**src/rtcp_regs.svh**
```systemverilog
// Register offsets, field positions, reset values and limits for the RTC pulse/summary block.
// Assumes it is included by bare name from the package and the design modules.
`ifndef RTCP_REGS_SVH
`define RTCP_REGS_SVH

// ****************************************
// Register offsets
// ****************************************
`define RTCP_OFS_TIME_CTRL 8'h17
`define RTCP_OFS_IRQ_SUMMARY 8'h18

// ****************************************
// Time control fields
// ****************************************
`define RTCP_STOPPED_BIT 10
`define RTCP_PINT_LSB 4
`define RTCP_PINT_MSB 6
`define RTCP_DSW_LSB 0
`define RTCP_DSW_MSB 3
`define RTCP_PINT_RESET 3'h2
`define RTCP_DSW_RESET 4'h0

// ****************************************
// Summary flag positions
// ****************************************
`define RTCP_OVERCURRENT_BIT 13
`define RTCP_UNDERVOLTAGE_BIT 12
`define RTCP_CURRENT_SINK_BIT 9
`define RTCP_EXTERNAL_BIT 8
`define RTCP_CODEC_BIT 7
`define RTCP_PIN_PORT_BIT 6
`define RTCP_AUX_CONV_BIT 5
`define RTCP_RTC_BIT 4
`define RTCP_SYSTEM_BIT 3
`define RTCP_CHARGER_BIT 2
`define RTCP_USB_BIT 1
`define RTCP_WAKEUP_BIT 0
`define RTCP_SUMMARY_MASK 16'h33FF
`define RTCP_SUMMARY_RESET 16'h0000

// ****************************************
// Timing
// ****************************************
`define RTCP_TRIM_MAX 4'h8
`define RTCP_DIV_LAST 15'h7FFF

`endif

```
**src/rtcp_pkg.sv**
```systemverilog
// Types shared by the RTC pulse/summary block.
// Assumes rtcp_regs.svh is on the include path.
`include "rtcp_regs.svh"

package rtcp_pkg;

  typedef enum logic [2:0] {
    PINT_OFF = 3'h0,
    PINT_SEC = 3'h1,
    PINT_MIN = 3'h2,
    PINT_HOUR = 3'h3,
    PINT_DAY = 3'h4,
    PINT_MONTH = 3'h5
  } rtcp_pint_e;

  typedef enum logic [1:0] {
    PP_IDLE = 2'b01,
    PP_HIGH = 2'b10
  } rtcp_pp_state_e;

  typedef logic [15:0] rtcp_word_t;

endpackage : rtcp_pkg

```
**src/rtcp_sqw_div.sv**
```systemverilog
// Square-wave divider of the 32 kHz timebase, with trim stretch at the seconds rollover.
// Assumes tick_i is a one-cycle pulse per 32.768 kHz period, synchronous to clk_i.
`timescale 1ns/1ps
`default_nettype none
`include "rtcp_regs.svh"

module rtcp_sqw_div (
  input wire logic clk_i,
  input wire logic rst_n_i,
  input wire logic tick_i,
  input wire logic [3:0] sel_i,
  input wire logic [3:0] trim_i,
  output logic sqw_o,
  output logic sec_tick_o
);
  import rtcp_pkg::*;

  logic [14:0] cnt_reg;
  logic [3:0] hold_reg;
  logic sqw_reg;
  logic sec_tick_reg;
  logic [3:0] bit_idx;

  assign bit_idx = 4'hF - sel_i;

  // ****************************************
  // Divider with trim hold
  // ****************************************
  // trim hold bound
  // Holding the divider at zero only lengthens the low phase, never more than 8 ticks
  always_ff @(posedge clk_i or negedge rst_n_i) begin
    if (!rst_n_i) begin
      cnt_reg <= 15'h0000;
      hold_reg <= 4'h0;
    end else if (tick_i) begin
      if (hold_reg != 4'h0) begin
        hold_reg <= hold_reg - 4'h1;
      end else begin
        cnt_reg <= cnt_reg + 15'h0001;
        if (cnt_reg == `RTCP_DIV_LAST) begin
          hold_reg <= (trim_i > `RTCP_TRIM_MAX) ? `RTCP_TRIM_MAX : trim_i;
        end
      end
    end
  end

  always_ff @(posedge clk_i or negedge rst_n_i) begin
    if (!rst_n_i) begin
      sec_tick_reg <= 1'b0;
    end else begin
      sec_tick_reg <= tick_i && (hold_reg == 4'h0) && (cnt_reg == `RTCP_DIV_LAST);
    end
  end

  always_ff @(posedge clk_i or negedge rst_n_i) begin
    if (!rst_n_i) begin
      sqw_reg <= 1'b0;
    end else begin
      sqw_reg <= (sel_i != 4'h0) && cnt_reg[bit_idx];
    end
  end

  assign sqw_o = sqw_reg;
  assign sec_tick_o = sec_tick_reg;
endmodule : rtcp_sqw_div
`default_nettype wire

```
**src/rtcp_top.sv**
```systemverilog
// RTC periodic pulse, divided square wave and first-level interrupt summary register.
// Assumes the serial control interface delivers decoded single-cycle register reads and
// writes, and that all timebase ticks arrive as one-cycle pulses on ref_clk_i.
//
// Overview of operation
// - Periodic pulse period from 3-bit select
// - Square wave 2^(n-1) Hz, code 0 off
// - Trim stretch at rollover at most 8 ticks
// - Summary flags at documented bit positions
// - Current-sink group flag at bit 9
// - Flags reset zero, read clears returned flags
// - Pulse one 32k period, suppressed when stopped
`timescale 1ns/1ps
`default_nettype none
`include "rtcp_regs.svh"

module rtcp_top (
  input wire logic ref_clk_i,
  input wire logic reset_n_i,
  input wire logic [7:0] reg_addr_i,
  input wire logic [15:0] reg_wdata_i,
  input wire logic reg_wr_i,
  input wire logic reg_rd_i,
  output var rtcp_pkg::rtcp_word_t reg_rdata_o,
  input wire logic tb32k_tick_i,
  input wire logic min_rollover_i,
  input wire logic hour_rollover_i,
  input wire logic day_rollover_i,
  input wire logic month_rollover_i,
  input wire logic seconds_counter_stopped_i,
  input wire logic [3:0] trim_ticks_i,
  input wire logic [15:0] group_event_i,
  output logic periodic_pulse_o,
  output logic square_wave_o,
  output logic irq_pending_o
);
  import rtcp_pkg::*;

  logic rst_meta_reg;
  logic rst_n_reg;
  logic [2:0] periodic_pulse_select_reg;
  logic [3:0] square_wave_select_reg;
  rtcp_word_t flags_reg;
  rtcp_word_t flags_next;
  rtcp_word_t rdata_reg;
  rtcp_word_t set_vec;
  logic irq_pending_reg;
  rtcp_pp_state_e pp_state_reg;
  logic pulse_reg;
  logic sec_tick;
  logic period_event;
  logic sum_read;

  // ****************************************
  // Reset release
  // ****************************************
  always_ff @(posedge ref_clk_i or negedge reset_n_i) begin
    if (!reset_n_i) begin
      rst_meta_reg <= 1'b0;
      rst_n_reg <= 1'b0;
    end else begin
      rst_meta_reg <= 1'b1;
      rst_n_reg <= rst_meta_reg;
    end
  end

  // ****************************************
  // Control register
  // ****************************************
  always_ff @(posedge ref_clk_i or negedge rst_n_reg) begin
    if (!rst_n_reg) begin
      periodic_pulse_select_reg <= `RTCP_PINT_RESET;
      square_wave_select_reg <= `RTCP_DSW_RESET;
    end else if (reg_wr_i && reg_addr_i == `RTCP_OFS_TIME_CTRL) begin
      periodic_pulse_select_reg <= reg_wdata_i[`RTCP_PINT_MSB:`RTCP_PINT_LSB];
      square_wave_select_reg <= reg_wdata_i[`RTCP_DSW_MSB:`RTCP_DSW_LSB];
    end
  end

  // ****************************************
  // Square wave
  // ****************************************
  rtcp_sqw_div u_div (
    .clk_i(ref_clk_i),
    .rst_n_i(rst_n_reg),
    .tick_i(tb32k_tick_i),
    .sel_i(square_wave_select_reg),
    .trim_i(trim_ticks_i),
    .sqw_o(square_wave_o),
    .sec_tick_o(sec_tick)
  );

  // ****************************************
  // Periodic pulse
  // ****************************************
  // period select decode
  function automatic logic pint_hit(input logic [2:0] sel, input logic [4:0] ev);
    case (sel)
      PINT_SEC: pint_hit = ev[0];
      PINT_MIN: pint_hit = ev[1];
      PINT_HOUR: pint_hit = ev[2];
      PINT_DAY: pint_hit = ev[3];
      PINT_MONTH: pint_hit = ev[4];
      default: pint_hit = 1'b0;
    endcase
  endfunction : pint_hit

  assign period_event = pint_hit(periodic_pulse_select_reg,
    {month_rollover_i, day_rollover_i, hour_rollover_i, min_rollover_i, sec_tick});

  // one 32k period
  // Pulse drops on the next timebase tick; a stopped counter cuts it short at once
  always_ff @(posedge ref_clk_i or negedge rst_n_reg) begin
    if (!rst_n_reg) begin
      pp_state_reg <= PP_IDLE;
      pulse_reg <= 1'b0;
    end else begin
      case (pp_state_reg)
        PP_IDLE: begin
          if (period_event && !seconds_counter_stopped_i) begin
            pp_state_reg <= PP_HIGH;
            pulse_reg <= 1'b1;
          end
        end
        PP_HIGH: begin
          if (tb32k_tick_i || seconds_counter_stopped_i) begin
            pp_state_reg <= PP_IDLE;
            pulse_reg <= 1'b0;
          end
        end
        default: begin
          pp_state_reg <= PP_IDLE;
          pulse_reg <= 1'b0;
        end
      endcase
    end
  end

  assign periodic_pulse_o = pulse_reg;

  // ****************************************
  // Interrupt summary
  // ****************************************
  assign sum_read = reg_rd_i && (reg_addr_i == `RTCP_OFS_IRQ_SUMMARY);
  assign set_vec = group_event_i & `RTCP_SUMMARY_MASK;

  always_comb begin
    flags_next = flags_reg;
    if (sum_read) begin
      flags_next = 16'h0000;
    end
    flags_next = flags_next | set_vec;
  end

  always_ff @(posedge ref_clk_i or negedge rst_n_reg) begin
    if (!rst_n_reg) begin
      flags_reg <= `RTCP_SUMMARY_RESET;
      irq_pending_reg <= 1'b0;
    end else begin
      flags_reg <= flags_next;
      irq_pending_reg <= |flags_next;
    end
  end

  assign irq_pending_o = irq_pending_reg;

  // ****************************************
  // Read data
  // ****************************************
  always_ff @(posedge ref_clk_i or negedge rst_n_reg) begin
    if (!rst_n_reg) begin
      rdata_reg <= 16'h0000;
    end else if (reg_rd_i) begin
      case (reg_addr_i)
        `RTCP_OFS_TIME_CTRL: begin
          rdata_reg <= 16'h0000;
          rdata_reg[`RTCP_STOPPED_BIT] <= seconds_counter_stopped_i;
          rdata_reg[`RTCP_PINT_MSB:`RTCP_PINT_LSB] <= periodic_pulse_select_reg;
          rdata_reg[`RTCP_DSW_MSB:`RTCP_DSW_LSB] <= square_wave_select_reg;
        end
        `RTCP_OFS_IRQ_SUMMARY: begin
          rdata_reg <= flags_reg;
        end
        default: begin
          rdata_reg <= 16'h0000;
        end
      endcase
    end
  end

  assign reg_rdata_o = rdata_reg;
endmodule : rtcp_top
`default_nettype wire
```
**config.mk**
```make
export PLATFORM = sky130hd
export DESIGN_NAME = rtcp_top
export DESIGN_NICKNAME = d
export VERILOG_FILES = /design/src/rtcp_pkg.sv /design/src/rtcp_sqw_div.sv /design/src/rtcp_top.sv
export VERILOG_INCLUDE_DIRS = /design/src
export SDC_FILE = /design/constraint.sdc
export NUM_CORES = 1
export LEC_CHECK = 0
export CAP_MARGIN = 0
export CORE_AREA = 10 10 81 83
export DETAILED_ROUTE_END_ITERATION = 6
export DIE_AREA = 0 0 91 93
export DONT_BUFFER_PORTS = 1
export PLACE_DENSITY = 0.72
export SKIP_CTS_REPAIR_TIMING = 1
export SLEW_MARGIN = 15
export SYNTH_ARGS = -nofsm -noshare
export SYNTH_HDL_FRONTEND = slang
export SYNTH_HIERARCHICAL = 1
export SYNTH_SLANG_ARGS = --single-unit
```
**constraint.sdc**
```tcl
create_clock -name ref_clk_i -period 5.2 [get_ports ref_clk_i]
set_clock_uncertainty 0.1 [all_clocks]
set_input_delay 0 -clock ref_clk_i [delete_from_list [all_inputs] [get_ports ref_clk_i]]
set_output_delay 0 -clock ref_clk_i [all_outputs]
set_load 0.01 [all_outputs]
```
-- After elaboration in Yosys (flattened, before gate mapping)
Index checks and enable logic that the tools add are counted.
- add/sub/neg operators: 3
- bitwise gates (word level): 2
- equal/unequal tests: 12
- reduce and logical (&&, ||, !) cells: 16
- $lt $le $gt $ge: 2
- multiplexer cells: 14
- operators by type and width (kind ; count):
    16-bit one-hot mux with 2 select lines ; 1
    8-bit by 5-bit == test with 1-bit output, second input constant ; 2
    16-bit two-way mux ; 1
    16-bit by 14-bit OR with 16-bit output ; 1
    16-bit OR reduction ; 1
    15-bit by 1-bit adder with 15-bit output, second input constant ; 1
    15-bit == test, second input constant ; 1
    4-bit two-way mux ; 3
    4-bit nonzero test ; 2
    3-bit by 2-bit == test with 1-bit output, second input constant ; 2
    3-bit == test, second input constant ; 2
    1-bit logical AND ; 6
    2-bit AND reduction ; 3
    4-bit by 5-bit less-than comparator with 1-bit output, second input constant ; 1
    1-bit one-hot mux with 5 select lines ; 1
    1-bit binary-select mux with 4-bit select ; 1
    4-bit greater-than comparator, second input constant ; 1
    4-bit logical NOT ; 1
    2-bit two-way mux ; 2
    2-bit inequality test, second input constant ; 2
    2-bit one-hot mux with 2 select lines ; 1
    4-bit by 1-bit subtractor with 4-bit output, second input constant ; 1
    4-bit subtractor, first input constant ; 1
    3-bit by 1-bit == test with 1-bit output, second input constant ; 1
    8 further kinds ; 10
- register bits: 66
- logic and storage cells: 62
- bits of input ports: 54
- output and inout bits: 19

-- Longest topological paths before layout
Gate-level depths: netlist of the first run.
- depth after elaboration: 5
- depth in mapped cells: 6

-- By module
Netlist of the first run, hierarchy kept.
- modules (own cells, without submodules) (module ; sequential area each (um^2) ; instances ; area each (um^2) ; cells an instance):
    rtcp_top ; 1103.6 ; 1 ; 1742.9 ; 126
    rtcp_sqw_div ; 525.5 ; 1 ; 1149.9 ; 106

-- Worst setup path before layout of the first run
OpenSTA, ideal clock, no wires.
- path type: reg2reg
- start: register u_div.hold_reg[0]
- end: register u_div.cnt_reg[13]
- slack: 3.396 ns
- cell stages (with the launch flop): 7
- path buffers: 0
- arrival: 1.582 ns
- data required time: 4.977 ns
- cell sequence: dfrtp_1 > inv_1 > ha_1 > nand4bb_1 > nor4_1 > nand3_1 > xnor2_1
- longest elaborated chain between the ends: 3
- ends and longest elaborated chain (item ; line ; source):
    from (decl) ; rtcp_sqw_div.sv:19 ; logic [3:0] hold_reg;
    from (signal assigned) ; rtcp_sqw_div.sv:37 ; hold_reg <= hold_reg - 4'h1;
    from (signal assigned) ; rtcp_sqw_div.sv:41 ; hold_reg <= (trim_i > `RTCP_TRIM_MAX) ? `RTCP_TRIM_MAX : trim_i;
    4-bit nonzero test ; rtcp_sqw_div.sv:36 ; if (hold_reg != 4'h0) begin
    1-bit inverter (no line) ; -- ;
    2-bit AND reduction (no line) ; -- ;
    to (signal assigned) ; rtcp_sqw_div.sv:39 ; cnt_reg <= cnt_reg + 15'h0001;
    to (decl) ; rtcp_sqw_div.sv:18 ; logic [14:0] cnt_reg;
No other way between the ends.
A chain may end at the register's enable or synchronous reset.

-- Worst setup path after layout of the first run
Same ends and word-level chain as after synthesis.

==> results of run 1 <==
==> kinds of logic (layout without fill, tap and decap cells) <==
family	count (synthesis)	in the layout	synth area share, %
adder cells (fa/ha/maj)	2	2	0.865
flip-flops	65	65	56.3
other	1	1	0.130
XOR/XNOR	15	15	4.54
buffers and inverters	14	56	2.12
multiplexers	15	15	6.96
AND/OR/NAND/NOR	74	74	16.4
AO/OA/AOI/OAI	46	46	12.7
==> per-layer routing <==
layer / track usage, % / up-vias / share of wire [%]
met5: 0 / - / 0
met4: 6.27 / 0 / 1.2
met3: 6.71 / 10 / 6.7
met2: 24.5 / 63 / 52
met1: 16.5 / 1007 / 40
li1: - / 938 / -
==> worst min-delay path by stage <==
stage               startpoint                 to  slack [ns]
2_1_floorplan        reset_n_i       rst_meta_reg       -0.40
3_3_place_gp         reset_n_i          rst_n_reg       -0.40
3_5_place_dp         reset_n_i          rst_n_reg       -0.40
4_1_cts              reset_n_i          rst_n_reg       -0.77
5_1_grt        trim_ticks_i[3]  u_div/hold_reg[3]        0.01
6_report       trim_ticks_i[3]  u_div/hold_reg[3]       -0.01
==> layout make-up <==
cell class / count / area, um2
Fill cell: 375 / 1520
Sequential cell: 65 / 1630
Clock inverter: 5 / 77.6
Tap cell: 70 / 87.6
Timing Repair Buffer: 31 / 308
Clock buffer: 11 / 151
Multi-Input combinational cell: 153 / 1200
Inverter: 9 / 33.8
==> metrics by stage <==
| stage | util, % | setup slack, ns |
|---|---|---|
| after floorplan | - | 3.16 |
| after global placement | 59.1 | 3.13 |
| after detailed placement | 59.1 | 3.06 |
| after CTS | 63.7 | 3.06 |
| after global routing | 69.7 | 2.90 |
| final | 69.7 | 3.02 |
==> cells in the mapped netlist (2+ instances only) <==
library cell / number / area share [%]
dfstp_2: 2 / 1.8
nand2_1: 14 / 1.8
nor3_1: 4 / 0.69
a22o_1: 8 / 2.4
nor4_1: 10 / 2.2
and2_1: 5 / 1.1
clkbuf_1: 3 / 0.39
nand4_1: 7 / 1.5
o21ai_0: 2 / 0.35
a221o_1: 8 / 2.8
nor2_1: 5 / 0.65
mux2i_1: 4 / 1.4
mux4_2: 2 / 1.6
ha_1: 2 / 0.86
o21bai_1: 2 / 0.52
dfrtp_1: 63 / 54
nor2b_1: 3 / 0.65
nor4b_1: 2 / 0.61
xnor2_1: 8 / 2.4
and2b_1: 6 / 1.6
nand3_1: 4 / 0.69
a21oi_1: 5 / 0.86
inv_1: 8 / 1.0
xor2_1: 7 / 2.1
mux2_2: 8 / 3.1
a21o_1: 12 / 3.1
==> worst register-to-register path: stages, from the launching register on <==
cell and delay (ns):
dfrtp_1 0.44, inv_1 0.09, ha_1 0.25, nand4bb_1 0.26
nor4_1 0.62, nand3_1 0.17, xnor2_1 0.15
==> report_power, final <==
part / switching, W / internal, W / total, W
Combinational: 0.0000703 / 0.0000777 / 0.000148
Sequential: 0.0000466 / 0.000539 / 0.000585
Clock: 0.000188 / 0.000294 / 0.000482
==> flow_summary.toml, run 1 <==
[outcome]
status = "finished with violations"
violations = "negative hold slack"

[logic_synthesis]
synth_seq_cells = 65
async_reset_ff_share_pct = 100
synthesis.nets = 288
syn_inst = 232
avgSynthCellArea_um2 = 12.5
synth_ff_type = "dfrtp_1"
synth.distinct_cells = 54
seq_area_frac_synth_pct = 56.3
netlist_area_um2 = 2890
synth-edff-count = 0
yosys_warnings = 6

[placed_design]
dpl-instance-area_um2 = 2960
dp_cells = 298
hpwl_um = 4410
routabilityCongestion = 0.820
portBuffers = 0

[sta]
period_share_pct = 42.0
tightest_slew_ns = 0.964
finalMaxSlewViolations = 0
fmax_mhz = 458
holdWs_ns = -0.0142
rsz0062_at_grt = "false"
setup_viol = 0
timing.slew.headroom_pct = 35.2
setup-tns-final_ns = 0
layout_min_cycle_time_ns = 2.18
hold_violations = 2

[detailed_routing]
drt-total-wl_um = 6470
routed-via-count = 2018
firstDrtPassIters = 4
wl_per_cell_um = 18.8
drc = 0
dr.first_iter.drc_count = 70
viasPerCell = 5.87
postRouteAntennaNets = 0

[critical_path]
r2r_slack_ns = 3.02
startpoint = "u_div/hold_reg[0]"
r2r.worst_path.cells = 6
r2r-start = "u_div/hold_reg[0]"
crit_type = "register to register"
r2r-end = "u_div/cnt_reg[13]"
crit_chain = "inv_1 -> ha_1 -> nand4bb_1 -> nor4_1 -> nand3_1 -> xnor2_1"
cp.required_ns = 5.33
crit_path_start_kind = "register"
critPathCaptureType = "register"
worstPathArrival_ns = 2.31
cp.depth = 6
crit_family = "simple AND/OR/NAND/NOR gates"
setup.worst_path.end = "u_div/cnt_reg[13]"
crit_fanout = 7
max_stage_delay_ns = 0.62
path_buf_inv = 1
crit_slowest_cell = "nor4_1"

[final_layout]
layout_commonest_cell = "dfrtp_1"
final_area_um2 = 3490
n_antenna_cell = 0
nets = 325
final_cells = 344
final_cell_mix = "dfrtp_1, dlygate4sd3_1, nand2_1, a21o_1, clkbuf_8"
drive_gt1_share_pct = 13.1
synthToLayoutAreaGrowth_pct = 20.7

[floorplanning]
die_y_um = 93
start_util_pct = 57.7
core_um2 = 5010
die_x_um = 91
dieArea_um2 = 8460
ios = 73
rows = 26

[pwr]
static-leakage-power_nw = 1.54
p_total_w = 0.00122
power_density_nw_per_um2 = 348
vdd_ir_drop_max_mv = 0.256

[clocking]
clk_pin_slew_ns = 0.07
cts_buffers = 9
cts_root_buf = "clkbuf_8"
clkSinkCount = 65
clk_latency_ns = 0.33
cts_buffer_depth = 2
cts_tree = "yes"
htree_levels = 3

[job]
drv_cap = 0

[min_path]
hp-class = "input port to register"
min_path_cells = 4

[grt]
grt_pass1_wl_um = 10000
grt_max_degree = 64
grt-ovfl-total = 0
globalRouteTotalUtil_pct = 14.9
grt_antenna_before_repair = 0
grt_pass1_vias = 2006
Note: power is estimated with default switching activity, not from simulation.
==> run 2: changes to the inputs <==
==> constraint.sdc (replaced) <==
create_clock -name ref_clk_i -period 2.2 [get_ports ref_clk_i]
set_clock_uncertainty 0.1 [all_clocks]
set_input_delay 0 -clock ref_clk_i [delete_from_list [all_inputs] [get_ports ref_clk_i]]
set_output_delay 0 -clock ref_clk_i [all_outputs]
set_load 0.01 [all_outputs]
==> run 2 against run 1 <==
Effect of this change:
- clock power up 130%
- the flow now finishes without violations
- combinational power increased by 150%
- core utilization increased by 0.95 points
- register-to-register slack worse by 2.9 ns
- clock-buffer cell count did not move
- fmax increased by 4.8%
- wire length shrank 2.3%
- die area unchanged
- first-iteration DRC count is 21% lower
==> flow_summary.toml, run 2 (same netlist as run 1, synthesis figures left out) <==
[outcome]
status = "completed"

[critical_path]
crit_path_start_kind = "register"
crit_family = "compound AO/OA/AOI/OAI gates"
crit_type = "register to register"
path_buf_inv = 1
critPathCaptureType = "register"
cp.required_ns = 2.36
crit_fanout = 5
crit_slowest_cell = "dfstp_2"
max_stage_delay_ns = 0.57
worstPathArrival_ns = 2.24
crit_chain = "a21oi_1 -> a2111oi_0 -> o21bai_1 -> dlygate4sd3_1"

[detailed_routing]
wl_per_cell_um = 18.1
firstDrtPassIters = 4
routed-via-count = 2033
dr.first_iter.drc_count = 55
topRoutingLayerUsed = "met4"
wl_met3_um = 362
wl_met2_um = 3210
drc = 0
postRouteAntennaNets = 0
wl_met1_um = 2640
viasPerCell = 5.81
drt-total-wl_um = 6320

[final_layout]
postLayoutCoreUtil_pct = 70.6
fill_cells = 380
multi_input_area_um2 = 1200
n_antenna_cell = 0
final_cell_mix = "dfrtp_1, dlygate4sd3_1, nand2_1, a21o_1, clkbuf_8"
drive_gt1_share_pct = 14.6
final-seq-area_um2 = 1630
synthToLayoutAreaGrowth_pct = 22.3
final_cells = 350
layout_commonest_cell = "dfrtp_1"
nets = 331

[floorplanning]
die_y_um = 93
die_x_um = 91
start_util_pct = 57.7
core_um2 = 5010
rows = 26
ios = 73
dieArea_um2 = 8460

[grt]
grt_max_degree = 34
grt-ovfl-total = 0
grt_antenna_before_repair = 0
globalRouteTotalUtil_pct = 14.8
grt_pass1_wl_um = 10100
grt_pass1_vias = 1968

[pwr]
p_seq_share_pct = 48.0
p_clk_share_pct = 39.2
swShare_pct = 24.9
p_int_w = 0.00217
static-leakage-power_nw = 1.57
p_sw_w = 0.000718
vdd_ir_drop_max_mv = 0.535
power_density_nw_per_um2 = 816
pwr-share-comb_pct = 12.7

[sta]
holdWs_ns = 0.0638
tightest_slew_ns = 0.651
finalMaxSlewViolations = 0
setup_viol = 0
setup-tns-final_ns = 0
timing.slew.headroom_pct = 56.6
fmax_mhz = 480
layout_min_cycle_time_ns = 2.08
rsz0062_at_grt = "false"
period_share_pct = 94.7
hold_violations = 0
layout_setup_ws_ns = 0.118

[min_path]
hp-class = "input port to register"

[clocking]
clk_pin_slew_ns = 0.07
htree_levels = 3
cts_tree = "yes"
cts_buffers = 9
clk_latency_ns = 0.33
cts_buffer_depth = 2
clkSinkCount = 65
cts_root_buf = "clkbuf_8"

[placed_design]
routabilityCongestion = 0.801
hpwl_um = 4480
dp_cells = 303
portBuffers = 0
preCtsSetupSlack_ns = 0.246

[job]
drv_cap = 0
[run 2: cell types whose count changed in the layout (fill, tap and decap cells not counted)]
| cell | previous run | this run |
|---|---|---|
| buf_4 | 1 | 6 |
| dlygate4sd3_1 | 30 | 31 |
[run 2: per-layer routing]
metal	track usage, %	up-vias
met2	24.4	54
li1	-	955
met1	16.6	1012
met4	7.18	0
met5	0	-
met3	5.76	12
[run 2: layout make-up]
class / count / area share [%]
clock inverters: 5 / 2.19
repair buffers: 37 / 10.0
clock buffers: 11 / 4.28
flip-flops and latches: 65 / 46.1
inverters: 9 / 0.955
multi-input cells: 153 / 34.0
well taps: 70 / 2.48
[run 2: power by group through the flow]
stage / logic, W / registers, W / clock network (W)
after global placement: 0.000304 / 0.00140 / 0
after CTS: 0.000315 / 0.00138 / 0.00116
final: 0.000368 / 0.00139 / 0.00113
after global routing: 0.000417 / 0.00140 / 0.00123
after floorplan: 0.000239 / 0.00139 / 0
after detailed placement: 0.000311 / 0.00141 / 0
[run 2: path summary, 6_finish.rpt]
| path | from | to | slack (ns) | cells after the start |
|---|---|---|---|---|
| setup / recovery | periodic_pulse_select_reg[1] | pp_state_reg[0] | 0.12 | 4 |
| max in group asynchronous | rst_n_reg | pp_state_reg[0] | 1.47 | 1 |
| setup reg to reg | periodic_pulse_select_reg[1] | pp_state_reg[0] | 0.12 | 4 |
| min in group asynchronous | rst_n_reg | flags_reg[0] | 0.19 | 1 |
| hold / removal | month_rollover_i | pp_state_reg[1] | 0.06 | 3 |
| hold reg to reg | rst_n_reg | flags_reg[0] | 0.19 | 1 |
[run 2: worst reg2reg max path, stage by stage, from the launching register on]
cell and delay (ns):
dfstp_2 0.57, a21oi_1 0.05, a2111oi_0 0.57, o21bai_1 0.14, dlygate4sd3_1 0.57
[run 2: stage by stage]
step	area (um2)	power [W]
2_1_floorplan	2890	0.00163
3_3_place_gp	3000	0.00171
3_5_place_dp	3000	0.00172
4_1_cts	3230	0.00286
5_1_grt	3540	0.00305
6_report	3540	0.00289
==> run 3: changes to the inputs <==
--- a/config.mk
+++ b/config.mk
@@ -11,6 +11,7 @@
 export DETAILED_ROUTE_END_ITERATION = 6
 export DIE_AREA = 0 0 91 93
 export DONT_BUFFER_PORTS = 1
+export MAX_ROUTING_LAYER = met4
 export PLACE_DENSITY = 0.72
 export SKIP_CTS_REPAIR_TIMING = 1
 export SLEW_MARGIN = 15
==> run 3 against run 2 <==
Effect of this change:
- critical path type unchanged
- fmax barely moved
- sequential cell count did not move
- design area did not move
- highest routed layer unchanged
- sequential power barely moved
- sequential share of layout area did not move
- die area did not move
==> flow_summary.toml, run 3 (same netlist as run 1, synthesis figures left out) <==
[final_layout]
final_cell_mix = "dfrtp_1, dlygate4sd3_1, nand2_1, a21o_1, clkbuf_8"
synthToLayoutAreaGrowth_pct = 22.3
layout_commonest_cell = "dfrtp_1"
nets = 331
n_antenna_cell = 0
drive_gt1_share_pct = 14.6

[critical_path]
critPathCaptureType = "register"
path_buf_inv = 1
r2r_slack_ns = 0.12
max_stage_delay_ns = 0.57
r2r-start = "periodic_pulse_select_reg[1]"
worstPathArrival_ns = 2.24
crit_path_start_kind = "register"
cp.required_ns = 2.36
crit_fanout = 5
crit_slowest_cell = "dfstp_2"
r2r-end = "pp_state_reg[0]"
crit_family = "compound AO/OA/AOI/OAI gates"
crit_type = "register to register"
crit_chain = "a21oi_1 -> a2111oi_0 -> o21bai_1 -> dlygate4sd3_1"
r2r.worst_path.cells = 4

[clocking]
clk_latency_ns = 0.33
cts_buffers = 9
cts_root_buf = "clkbuf_8"
cts_tree = "yes"
cts_buffer_depth = 2
clk_pin_slew_ns = 0.07
htree_levels = 3
clkSinkCount = 65

[min_path]
min_path_cells = 3
hold_end = "pp_state_reg[1]"
worst_hold_startpoint = "month_rollover_i"
hp-class = "input port to register"

[sta]
tightest_slew_ns = 0.654
setup-tns-final_ns = 0
finalMaxSlewViolations = 0
period_share_pct = 94.7
rsz0062_at_grt = "false"
hold_violations = 0
holdWs_ns = 0.0615
layout_min_cycle_time_ns = 2.08
timing.slew.headroom_pct = 56.4
fmax_mhz = 480
setup_viol = 0

[detailed_routing]
drt-total-wl_um = 6340
dr.first_iter.drc_count = 58
firstDrtPassIters = 4
drc = 0
wl_per_cell_um = 18.1
postRouteAntennaNets = 0
viasPerCell = 5.77
routed-via-count = 2021

[pwr]
p_clk_share_pct = 39.2
p_sw_w = 0.000722
pwr-share-comb_pct = 12.8
p_total_w = 0.00289
power_density_nw_per_um2 = 817
swShare_pct = 25.0
static-leakage-power_nw = 1.57
p_seq_share_pct = 48.0
p_int_w = 0.00217
vdd_ir_drop_max_mv = 0.536

[job]
drv_cap = 0

[placed_design]
portBuffers = 0
routabilityCongestion = 0.813
hpwl_um = 4480

[floorplanning]
rows = 26
ios = 73
start_util_pct = 57.7
die_x_um = 91
core_um2 = 5010
dieArea_um2 = 8460
die_y_um = 93

[grt]
globalRouteTotalUtil_pct = 15.3
grt_antenna_before_repair = 0
grt-ovfl-total = 0
grt_pass1_vias = 1965
grt_pass1_wl_um = 10100
grt_max_degree = 34

[outcome]
status = "completed"
[run 3: cell counts in the layout (fill, tap and decap cells not counted)]
Identical to the previous run, type by type.
[run 3: layout make-up]
type / count / area, um2
Clock inverter: 5 / 77.6
Tap cell: 70 / 87.6
Fill cell: 380 / 1470
Clock buffer: 11 / 151
Inverter: 9 / 33.8
Multi-Input combinational cell: 153 / 1200
Timing Repair Buffer: 37 / 355
Sequential cell: 65 / 1630
[run 3: how the worst max path moves through the flow]
stage | slack (ns) | endpoint | depth (start not counted) | from
after detailed placement | 0.25 | u_div/cnt_reg[13] | 6 | u_div/hold_reg[0]
final | 0.12 | pp_state_reg[0] | 4 | periodic_pulse_select_reg[1]
after CTS | 0.20 | u_div/cnt_reg[13] | 6 | u_div/hold_reg[0]
after global placement | 0.29 | u_div/cnt_reg[13] | 6 | u_div/hold_reg[0]
after global routing | 0.006 | u_div/cnt_reg[13] | 6 | u_div/hold_reg[0]
after floorplan | 0.16 | flags_reg[0] | 0 | rst_n_reg
[run 3: per-layer routing]
metal  track usage [%]  vias up  part of all wire, %
met5                 -        -                    0
met2              24.3       51                   50
li1                  -      952                    -
met4              7.18        0                  1.5
met1              16.8     1008                   42
met3              5.68       10                  5.5
[run 3: power groups by stage]
stage	registers, W	logic (W)	clock network, W
floorplan	0.00139	0.000239	0
global placement	0.00140	0.000304	0
detailed placement	0.00141	0.000311	0
finish	0.00139	0.000370	0.00113
global route	0.00140	0.000417	0.00124
CTS	0.00138	0.000315	0.00116
[run 3: worst register-to-register path, stage by stage, from the launching register on]
cell and delay, ns:
dfstp_2 0.57, a21oi_1 0.05, a2111oi_0 0.57, o21bai_1 0.14, dlygate4sd3_1 0.57
[run 3: metrics by stage]
stage	util, %	instances	instance area, um2	setup slack (ns)
finish	70.6	350	3540	0.117
global route	70.6	350	3540	0.00586
CTS	64.4	319	3230	0.202
detailed placement	59.9	303	3000	0.246
global placement	59.9	303	3000	0.292
floorplan	-	232	2890	0.160
